### config.mk
export PLATFORM = sky130hd
export DESIGN_NAME = adcs_top
export DESIGN_NICKNAME = d
export VERILOG_FILES = /design/src/adcs_pkg.sv /design/src/adcs_prescaler.sv /design/src/adcs_top.sv
export SDC_FILE = /design/constraint.sdc
export NUM_CORES = 1
export LEC_CHECK = 0
export BUFFER_PORTS_ARGS = -buffer_cell sky130_fd_sc_hd__buf_2
export CORE_ASPECT_RATIO = 1.25
export CORE_MARGIN = 10
export CORE_UTILIZATION = 60
export CTS_BUF_LIST = sky130_fd_sc_hd__clkbuf_4 sky130_fd_sc_hd__clkbuf_8
export CTS_CLUSTER_DIAMETER = 50
export DETAILED_ROUTE_END_ITERATION = 10
export GPL_ROUTABILITY_DRIVEN = 0
export PLACE_DENSITY_LB_ADDON = 0.08
export SKIP_LAST_GASP = 1
export SLEW_MARGIN = 30
export SYNTH_ARGS = -nofsm -noshare
export SYNTH_HDL_FRONTEND = slang
export SYNTH_SLANG_ARGS = --single-unit
export TNS_END_PERCENT = 5
### constraint.sdc
create_clock -name clk -period 4.8 [get_ports clk]
set_clock_uncertainty 0.1 [all_clocks]
set_input_delay 0.96 -clock clk [delete_from_list [all_inputs] [get_ports clk]]
set_output_delay 0.96 -clock clk [all_outputs]
set_load 0.01 [all_outputs]
### src/adcs_pkg.sv
package adcs_pkg;

  // ==========================================================
  // register map (byte-wide registers, one per address)
  localparam int unsigned    ADDR_W            = 3;
  localparam logic [2:0]     ADDR_CTRL_ONE     = 3'h0;
  localparam logic [2:0]     ADDR_CTRL_TWO     = 3'h1;
  localparam logic [2:0]     ADDR_RES_UPPER    = 3'h2;
  localparam logic [2:0]     ADDR_RES_LOWER    = 3'h3;
  localparam logic [2:0]     ADDR_IRQ_STATUS   = 3'h4;
  localparam logic [2:0]     ADDR_IRQ_CLEAR    = 3'h5;
  localparam logic [2:0]     ADDR_IRQ_ENABLE   = 3'h6;

  // ==========================================================
  // field positions of control_reg_one
  localparam int unsigned    CTRL1_CHAN_LSB    = 4;
  localparam int unsigned    CTRL1_DONE_BIT    = 3;
  localparam int unsigned    CTRL1_BUSY_BIT    = 2;
  localparam int unsigned    CTRL1_START_BIT   = 0;

  // field positions of control_reg_two
  localparam int unsigned    CTRL2_EIGHT_BIT   = 7;
  localparam int unsigned    CTRL2_SAMPLE_LSB  = 5;
  localparam int unsigned    CTRL2_TRIGSEL_BIT = 4;
  localparam int unsigned    CTRL2_IRQEN_BIT   = 3;
  localparam int unsigned    CTRL2_CONT_BIT    = 2;
  localparam int unsigned    CTRL2_CLKSEL_LSB  = 0;

  // interrupt status / clear / enable layout
  localparam int unsigned    IRQ_DONE_BIT      = 0;
  localparam int unsigned    IRQ_OVERRUN_BIT   = 1;

  // ==========================================================
  // reset values
  localparam logic [7:0]     CTRL_RESET        = 8'h00;
  localparam logic [7:0]     RESULT_RESET      = 8'h00;
  localparam logic [1:0]     IRQ_RESET         = 2'h0;

  // ==========================================================
  // timing counts in converter clock periods
  localparam logic [4:0]     COMPARE_TICKS     = 5'h0a;
  localparam logic [4:0]     SAMPLE_TICKS_0    = 5'h04;
  localparam logic [4:0]     SAMPLE_TICKS_1    = 5'h07;
  localparam logic [4:0]     SAMPLE_TICKS_2    = 5'h0a;
  localparam logic [4:0]     SAMPLE_TICKS_3    = 5'h10;

  // ==========================================================
  // conversion sequencer states
  typedef enum logic [2:0] {
    ST_IDLE,
    ST_STARTUP,
    ST_SAMPLE,
    ST_COMPARE,
    ST_FINISH
  } adcs_state_type;

endpackage : adcs_pkg

### src/adcs_prescaler.sv
module adcs_prescaler
  import adcs_pkg::*;
#(
  parameter int unsigned CNT_W = 3
) (
  // clock and reset
  input  wire logic       clk,
  input  wire logic       rst,
  input  wire logic       clk_en,
  // divider select and enable out
  input  wire logic [1:0] clk_sel,
  output logic            tick
);

  // ==========================================================
  // state
  typedef struct packed {
    logic [CNT_W-1:0] cnt;
  } adcs_presc_type;

  adcs_presc_type r;
  adcs_presc_type next_r;
  logic [CNT_W-1:0] mask;

  // free running so the phase of a start against the converter clock varies
  always_comb begin
    next_r     = r;
    next_r.cnt = r.cnt + {{(CNT_W-1){1'b0}}, 1'b1};
    mask       = CNT_W'((1 << clk_sel) - 1);
  end

  assign tick = ((r.cnt & mask) == mask); // RL19

  always_ff @(posedge clk) begin
    if (rst) begin
      r <= '0;
    end else if (clk_en) begin
      r <= next_r;
    end
  end

endmodule : adcs_prescaler

### src/adcs_top.sv
// Notes on behaviour
// RL1 - ten-bit result: top two bits in upper bits 1:0, rest in lower byte
// RL2 - eight-bit select puts the whole eight-bit result in the lower byte
// RL3 - both result registers are read-only; writes change nothing
// RL4 - after an eight-bit conversion the upper result bits read zero
// RL5 - results change only at conversion end; earlier value readable meanwhile
// RL6 - software reads results and clears done flag before next conversion ends
// RL7 - software changes channel only when idle; clears continuous trigger first
// RL8 - reset, stop or watch mode halts conversion and clears busy
// RL9 - interrupt held while done flag and its enable are both one
// RL10 - restart in the finishing cycle still sets the done flag
// RL11 - sampling lasts the selected number of converter clock periods
// RL12 - compare lasts ten converter clock periods plus one machine clock
// RL13 - startup takes two machine clocks up to one machine plus one converter clock
// RL14 - conversion ends after startup, sampling and compare phases in sum
// RL15 - one phase counter on machine clock advances on converter clock enables
// RL16 - done flag set at end; write zero clears, one ignored, rmw reads one
// RL17 - busy is one for the whole conversion, zero otherwise, not writable
// RL18 - sample codes 00 to 11 give 4, 7, 10, 16 converter clocks
// RL19 - converter clock is machine clock divided by 1, 2, 4 or 8
//
// Decided for this implementation: the strobed register port and the address map.
module adcs_top
  import adcs_pkg::*;
(
  // clock, reset, enable
  input  wire logic              clk,
  input  wire logic              rst,
  input  wire logic              clk_en,
  // register port
  input  wire logic [ADDR_W-1:0] reg_addr,
  input  wire logic [7:0]        reg_wdata,
  input  wire logic              reg_wr,
  input  wire logic              reg_rd,
  input  wire logic              reg_rmw,
  output logic      [7:0]        reg_rdata,
  // power modes and trigger pin
  input  wire logic              low_power,
  input  wire logic              trigger_pin,
  // analog core
  input  wire logic [9:0]        ana_result,
  output logic      [3:0]        ana_channel,
  output logic                   ana_power,
  output logic                   ana_sample,
  output logic                   ana_compare,
  // interrupt
  output logic                   irq
);

  // ==========================================================
  // state
  typedef struct packed {
    adcs_state_type st;
    logic [4:0]     cnt;
    logic [3:0]     chan;
    logic           eight;
    logic [1:0]     smp;
    logic           trig_sel;
    logic           irq_en;
    logic           cont;
    logic [1:0]     clk_sel;
    logic           done;
    logic [7:0]     res_hi;
    logic [7:0]     res_lo;
    logic [1:0]     ev;
    logic [1:0]     ev_en;
    logic [7:0]     rdata;
    logic [2:0]     sync;
    logic           trig_lvl;
  } adcs_regs_type;

  adcs_regs_type r;
  adcs_regs_type next_r;

  logic       tick;
  logic       trig_rise;
  logic       start_sw;
  logic       start_hw;
  logic       start_req;
  logic       finish;
  logic       wr_ctrl1;
  logic [4:0] smp_ticks;
  logic [7:0] ctrl1_rd;
  logic [7:0] ctrl2_rd;

  // ==========================================================
  // converter clock enable
  adcs_prescaler #(
    .CNT_W   (3)
  ) adcs_prescaler_inst (
    .clk     (clk),
    .rst     (rst),
    .clk_en  (clk_en),
    .clk_sel (r.clk_sel),
    .tick    (tick)
  );

  // ==========================================================
  // start sources
  // filtered level moves only when the second and third stages agree
  assign trig_rise = (r.sync[1] == r.sync[2]) && r.sync[2] && !r.trig_lvl;
  assign wr_ctrl1  = reg_wr && (reg_addr == ADDR_CTRL_ONE);
  // software start is ignored while continuous trigger is on
  assign start_sw  = wr_ctrl1 && reg_wdata[CTRL1_START_BIT] && !r.cont;
  assign start_hw  = r.cont && r.trig_sel && trig_rise;
  assign start_req = start_sw || start_hw;
  assign finish    = (r.st == ST_FINISH);

  always_comb begin
    unique case (r.smp) // RL18
      2'h0: smp_ticks = SAMPLE_TICKS_0;
      2'h1: smp_ticks = SAMPLE_TICKS_1;
      2'h2: smp_ticks = SAMPLE_TICKS_2;
      2'h3: smp_ticks = SAMPLE_TICKS_3;
    endcase
  end

  // ==========================================================
  // read views
  always_comb begin
    ctrl1_rd                                   = 8'h00;
    ctrl1_rd[CTRL1_CHAN_LSB+3:CTRL1_CHAN_LSB]  = r.chan;
    ctrl1_rd[CTRL1_DONE_BIT]                   = r.done || reg_rmw; // RL16
    ctrl1_rd[CTRL1_BUSY_BIT]                   = (r.st != ST_IDLE); // RL17
    ctrl2_rd                                   = 8'h00;
    ctrl2_rd[CTRL2_EIGHT_BIT]                  = r.eight;
    ctrl2_rd[CTRL2_SAMPLE_LSB+1:CTRL2_SAMPLE_LSB] = r.smp;
    ctrl2_rd[CTRL2_TRIGSEL_BIT]                = r.trig_sel;
    ctrl2_rd[CTRL2_IRQEN_BIT]                  = r.irq_en;
    ctrl2_rd[CTRL2_CONT_BIT]                   = r.cont;
    ctrl2_rd[CTRL2_CLKSEL_LSB+1:CTRL2_CLKSEL_LSB] = r.clk_sel;
  end

  // ==========================================================
  // next state
  always_comb begin
    next_r          = r;
    next_r.sync     = {r.sync[1:0], trigger_pin};
    if (r.sync[1] == r.sync[2]) begin
      next_r.trig_lvl = r.sync[2];
    end

    // register writes
    if (wr_ctrl1) begin
      next_r.chan = reg_wdata[CTRL1_CHAN_LSB+3:CTRL1_CHAN_LSB];
      if (!reg_wdata[CTRL1_DONE_BIT]) begin
        next_r.done = 1'b0; // RL16
      end
    end
    if (reg_wr && (reg_addr == ADDR_CTRL_TWO)) begin
      next_r.eight    = reg_wdata[CTRL2_EIGHT_BIT];
      next_r.smp      = reg_wdata[CTRL2_SAMPLE_LSB+1:CTRL2_SAMPLE_LSB];
      next_r.trig_sel = reg_wdata[CTRL2_TRIGSEL_BIT];
      next_r.irq_en   = reg_wdata[CTRL2_IRQEN_BIT];
      next_r.cont     = reg_wdata[CTRL2_CONT_BIT];
      next_r.clk_sel  = reg_wdata[CTRL2_CLKSEL_LSB+1:CTRL2_CLKSEL_LSB];
    end
    if (reg_wr && (reg_addr == ADDR_IRQ_CLEAR)) begin
      next_r.ev = r.ev & ~reg_wdata[1:0];
    end
    if (reg_wr && (reg_addr == ADDR_IRQ_ENABLE)) begin
      next_r.ev_en = reg_wdata[1:0];
    end
    // result addresses take no write at all
    // RL3

    // sequencer, counter advances only on converter clock enables
    unique case (r.st) // RL15
      ST_IDLE: begin
      end
      ST_STARTUP: begin
        // start cycle plus wait for the next converter edge
        if (tick) begin // RL13
          next_r.st  = ST_SAMPLE;
          next_r.cnt = 5'h00;
        end
      end
      ST_SAMPLE: begin
        if (tick) begin
          next_r.cnt = r.cnt + 5'h01;
          if (r.cnt == smp_ticks - 5'h01) begin // RL11
            next_r.st  = ST_COMPARE;
            next_r.cnt = 5'h00;
          end
        end
      end
      ST_COMPARE: begin
        if (tick) begin
          next_r.cnt = r.cnt + 5'h01;
          if (r.cnt == COMPARE_TICKS - 5'h01) begin // RL12
            next_r.st = ST_FINISH;
          end
        end
      end
      ST_FINISH: begin
        // one extra machine clock closes the compare phase
        next_r.st = ST_IDLE; // RL14
        if (r.eight) begin
          next_r.res_hi = RESULT_RESET; // RL4
          next_r.res_lo = ana_result[9:2]; // RL2
        end else begin
          next_r.res_hi = {6'h00, ana_result[9:8]}; // RL1
          next_r.res_lo = ana_result[7:0]; // RL1
        end
        // set wins over a clear in the same cycle
        next_r.done = 1'b1; // RL10
        next_r.ev[IRQ_DONE_BIT] = 1'b1;
        if (r.done) begin
          next_r.ev[IRQ_OVERRUN_BIT] = 1'b1;
        end
      end
    endcase

    // restart from any state, including the finishing one
    if (start_req) begin
      next_r.st  = ST_STARTUP;
      next_r.cnt = 5'h00;
    end
    if (low_power) begin
      next_r.st  = ST_IDLE; // RL8
      next_r.cnt = 5'h00;
    end

    // read data stands for one cycle only
    next_r.rdata = 8'h00;
    if (reg_rd) begin
      unique case (reg_addr)
        ADDR_CTRL_ONE:   next_r.rdata = ctrl1_rd;
        ADDR_CTRL_TWO:   next_r.rdata = ctrl2_rd;
        ADDR_RES_UPPER:  next_r.rdata = r.res_hi; // RL5
        ADDR_RES_LOWER:  next_r.rdata = r.res_lo; // RL5
        ADDR_IRQ_STATUS: next_r.rdata = {6'h00, r.ev};
        ADDR_IRQ_ENABLE: next_r.rdata = {6'h00, r.ev_en};
        default:         next_r.rdata = 8'h00;
      endcase
    end
  end

  always_ff @(posedge clk) begin
    if (rst) begin
      r          <= '0; // RL8
      r.st       <= ST_IDLE;
      r.res_hi   <= RESULT_RESET;
      r.res_lo   <= RESULT_RESET;
      r.ev       <= IRQ_RESET;
      r.ev_en    <= IRQ_RESET;
    end else if (clk_en) begin
      r <= next_r;
    end
  end

  // ==========================================================
  // outputs
  assign reg_rdata   = r.rdata;
  assign ana_channel = r.chan;
  assign ana_power   = (r.st != ST_IDLE); // RL17
  assign ana_sample  = (r.st == ST_SAMPLE);
  assign ana_compare = (r.st == ST_COMPARE);
  assign irq         = (r.done && r.irq_en) || (|(r.ev & r.ev_en)); // RL9
endmodule : adcs_top

==> summary.txt <==
Routed WL per cell -> 15.9 um
Relative slew slack -> 0.503
Post-Synthesis Cell Area -> 0.00269 mm^2
CP endpoint kind -> register
Fin Setup TNS -> 0 ns
Post-CTS setup buffers -> 0
Synth Flop Type -> dfxtp_1
CP top delay family -> compound AO/OA/AOI/OAI gates
TritonCTS clock tree -> built
Mean Syn Cell Area -> 8.41 um^2
DRT iter0 DRCs -> 136
DP HPWL -> 4.67 mm
Floorplan row count -> 27
Synth Net Count -> 353
Final #Nets -> 370
Status -> finished, final reports clean
First-pass GRT wire length -> 10.7 mm
Worst slack, placed -> 2.05 ns
Ys Warns -> 0
Critical path class -> input pin to register
Final worst path period need -> 2.45 ns
CTS max path bufs -> 2
Critical path depth -> 6
DRC viols -> 0
Final hold viol count -> 0
Reg2reg start -> r[48]
Root buffer cell -> clkbuf_8
Hold Crit Start -> r[25]
Synth unique cells -> 54
Final Util -> 0.663
Total power per unit cell area -> 257 mW/mm^2
Tot Pwr -> 0.744 mW
First-pass DRT Iterations -> 4
Post-DRT Antenna Nets -> 0
Slew @ Worst Pin -> 0.744 ns
Tot GR Track Use -> 0.174
Fraction of layout cells with a size suffix above 1 -> 0.181
Highest-count cells in the layout ignoring fill and taps -> dfxtp_1, buf_2, nor2_1, nand2_1, mux2i_1
Final period utilization -> 0.509
Commonest non-fill, non-tap cell in the layout -> dfxtp_1
FFs w/ async S/R, synth -> 0
Hold WC Path Type -> register to register
Setup crit start -> reg_addr[2]
RSZ-0062 raised after global routing -> false
Sw Ratio -> 0.251
Startpoint types -> input pin
Pint -> 0.557 mW
Setup violations, final -> 0
WP buf/inv -> 1
Reg2reg path depth -> 5
Required @ worst endpoint -> 4.91 ns
Seq/Total Area, Yosys -> 0.372
Vias -> 2286
CP max stage delay -> 0.44 ns
Max Cap Viol -> 0
Psw -> 0.187 mW
Die width -> 79.9 um
Vias in the first global route -> 2299
Cells after synthesis -> 320
Final setup margin -> 2.35 ns
Leakage -> 1.08 nW
CTS Hold Bufs -> 0
CORE AREA -> 0.00436 mm^2
CTS resizes -> 0
DR vias/cell -> 5.79
Drt total wl -> 6.28 mm
Area grow syn2layout -> 7.25%
Initial Util -> 0.618
Seq pwr share -> 0.572
Crit path max fanout -> 20
Crit path cell chain -> buf_2, or3_4, o211ai_4, a21oi_2, nand2b_1, o32ai_1
Clk slew on worst S/H paths -> 0.09 ns
Antenna cells -> 0
Maximum vdd drop -> 0.170 mV
Fmax -> 0.409 GHz
Slowest CP cell -> or3_4
IO buf count -> 44
Chip Height -> 94.9 um
Filler cell count -> 399
Initial antenna violation count -> 0
Grt total ovfl -> 0
Clk Latency, worst-skew pair -> 0.30 ns
WHS Path Cells -> 2
Pin count of the biggest net entering global routing -> 59
CTS H-tree lvls -> 2
Flops & latches, synth -> 50
Die area -> 0.00758 mm^2
Worst Path Arrival -> 2.56 ns
Clock power frac -> 0.324
Max Transition Viols Final -> 0
CTS Buf Count -> 5
Power share of the combinational group -> 0.103
Io pins -> 45
Sink Count -> 50
Post-synth EDFFs -> 0
-- flip-flops by register name, summed over array words and instances (netlist names) --
register	count
ctrl2_rd	8
reg_rdata	8
r	25
next_r	2
ana_channel	4
adcs_prescaler_inst.r	3
-- synthesized netlist by cell type, types with 2 or more instances --
cell type	instances	area [um^2]
a211oi_1	14	105
a21oi_1	21	105
a22oi_1	7	52.6
a311oi_1	2	17.5
and2_0	2	12.5
and2_1	2	12.5
and3_1	2	12.5
buf_1	4	15.0
buf_2	3	15.0
buf_4	12	90.1
clkbuf_1	14	52.6
dfxtp_1	50	1000
ha_1	4	50.1
inv_1	6	22.5
mux2i_1	24	240
nand2_1	31	116
nand2b_1	8	50.1
nand3_1	3	15.0
nand3b_1	4	30.0
nand4_1	6	37.5
nor2_1	32	120
nor2b_1	5	31.3
nor3_1	5	25.0
o21ai_0	21	105
o32ai_1	3	26.3
or3_1	4	25.0
or3_4	2	22.5
or4_1	2	15.0
xor2_1	2	17.5
-- layer usage --
metal / GRT usage / share of wire / vias up
li1: - / - / 1174
met1: 0.205 / 0.43 / 1051
met2: 0.301 / 0.51 / 51
met3: 0.0342 / 0.040 / 10
met4: 0.0662 / 0.021 / 0
met5: 0 / 0 / -
-- logic make-up after synthesis --
kind of cell | share of synthesized area
AO/OA/AOI/OAI | 0.221
XOR/XNOR | 0.00976
adder cells (fa/ha/maj) | 0.0186
buffers and inverters | 0.0767
flip-flops | 0.372
multiplexers | 0.0934
AND/OR/NAND/NOR | 0.209
-- worst min-delay path: stages (launching register included) --
cell and delay (ns):
dfxtp_1 0.32, nand2_1 0.05, a21oi_1 0.05
-- worst paths after layout --
kind	to	slack [ns]
setup / recovery	r[48]	2.35
hold / removal	r[25]	0.36
setup reg to reg	r[48]	2.57
hold reg to reg	r[25]	0.36
-- cell type report --
| class | count | area, um^2 | share of cell area |
|---|---|---|---|
| multi-input combinational | 230 | 1490 | 0.514 |
| sequential | 50 | 1000 | 0.347 |
| timing repair buffer | 44 | 223 | 0.0771 |
| clock buffer | 6 | 76.3 | 0.0264 |
| tap | 58 | 72.6 | 0.0251 |
| inverter | 6 | 22.5 | 0.00780 |
| clock inverter | 1 | 7.51 | 0.00260 |
-- stage by stage --
stage | hold WS [ns] | cells | cell area, um^2
2_1_floorplan | 0.329 | 320 | 2690
3_3_place_gp | 0.337 | 388 | 2800
3_5_place_dp | 0.351 | 388 | 2800
4_1_cts | 0.363 | 395 | 2890
5_1_grt | 0.386 | 395 | 2890
6_report | 0.361 | 395 | 2890
-- power groups by stage --
stage	Clock [mW]	Sequential, mW	Combinational, mW
global placement	0	0.435	0.0756
floorplan	0	0.433	0.0553
global route	0.259	0.426	0.0868
detailed placement	0	0.435	0.0768
CTS	0.245	0.426	0.0769
finish	0.241	0.425	0.0769
(Power assumes the default switching activity.)
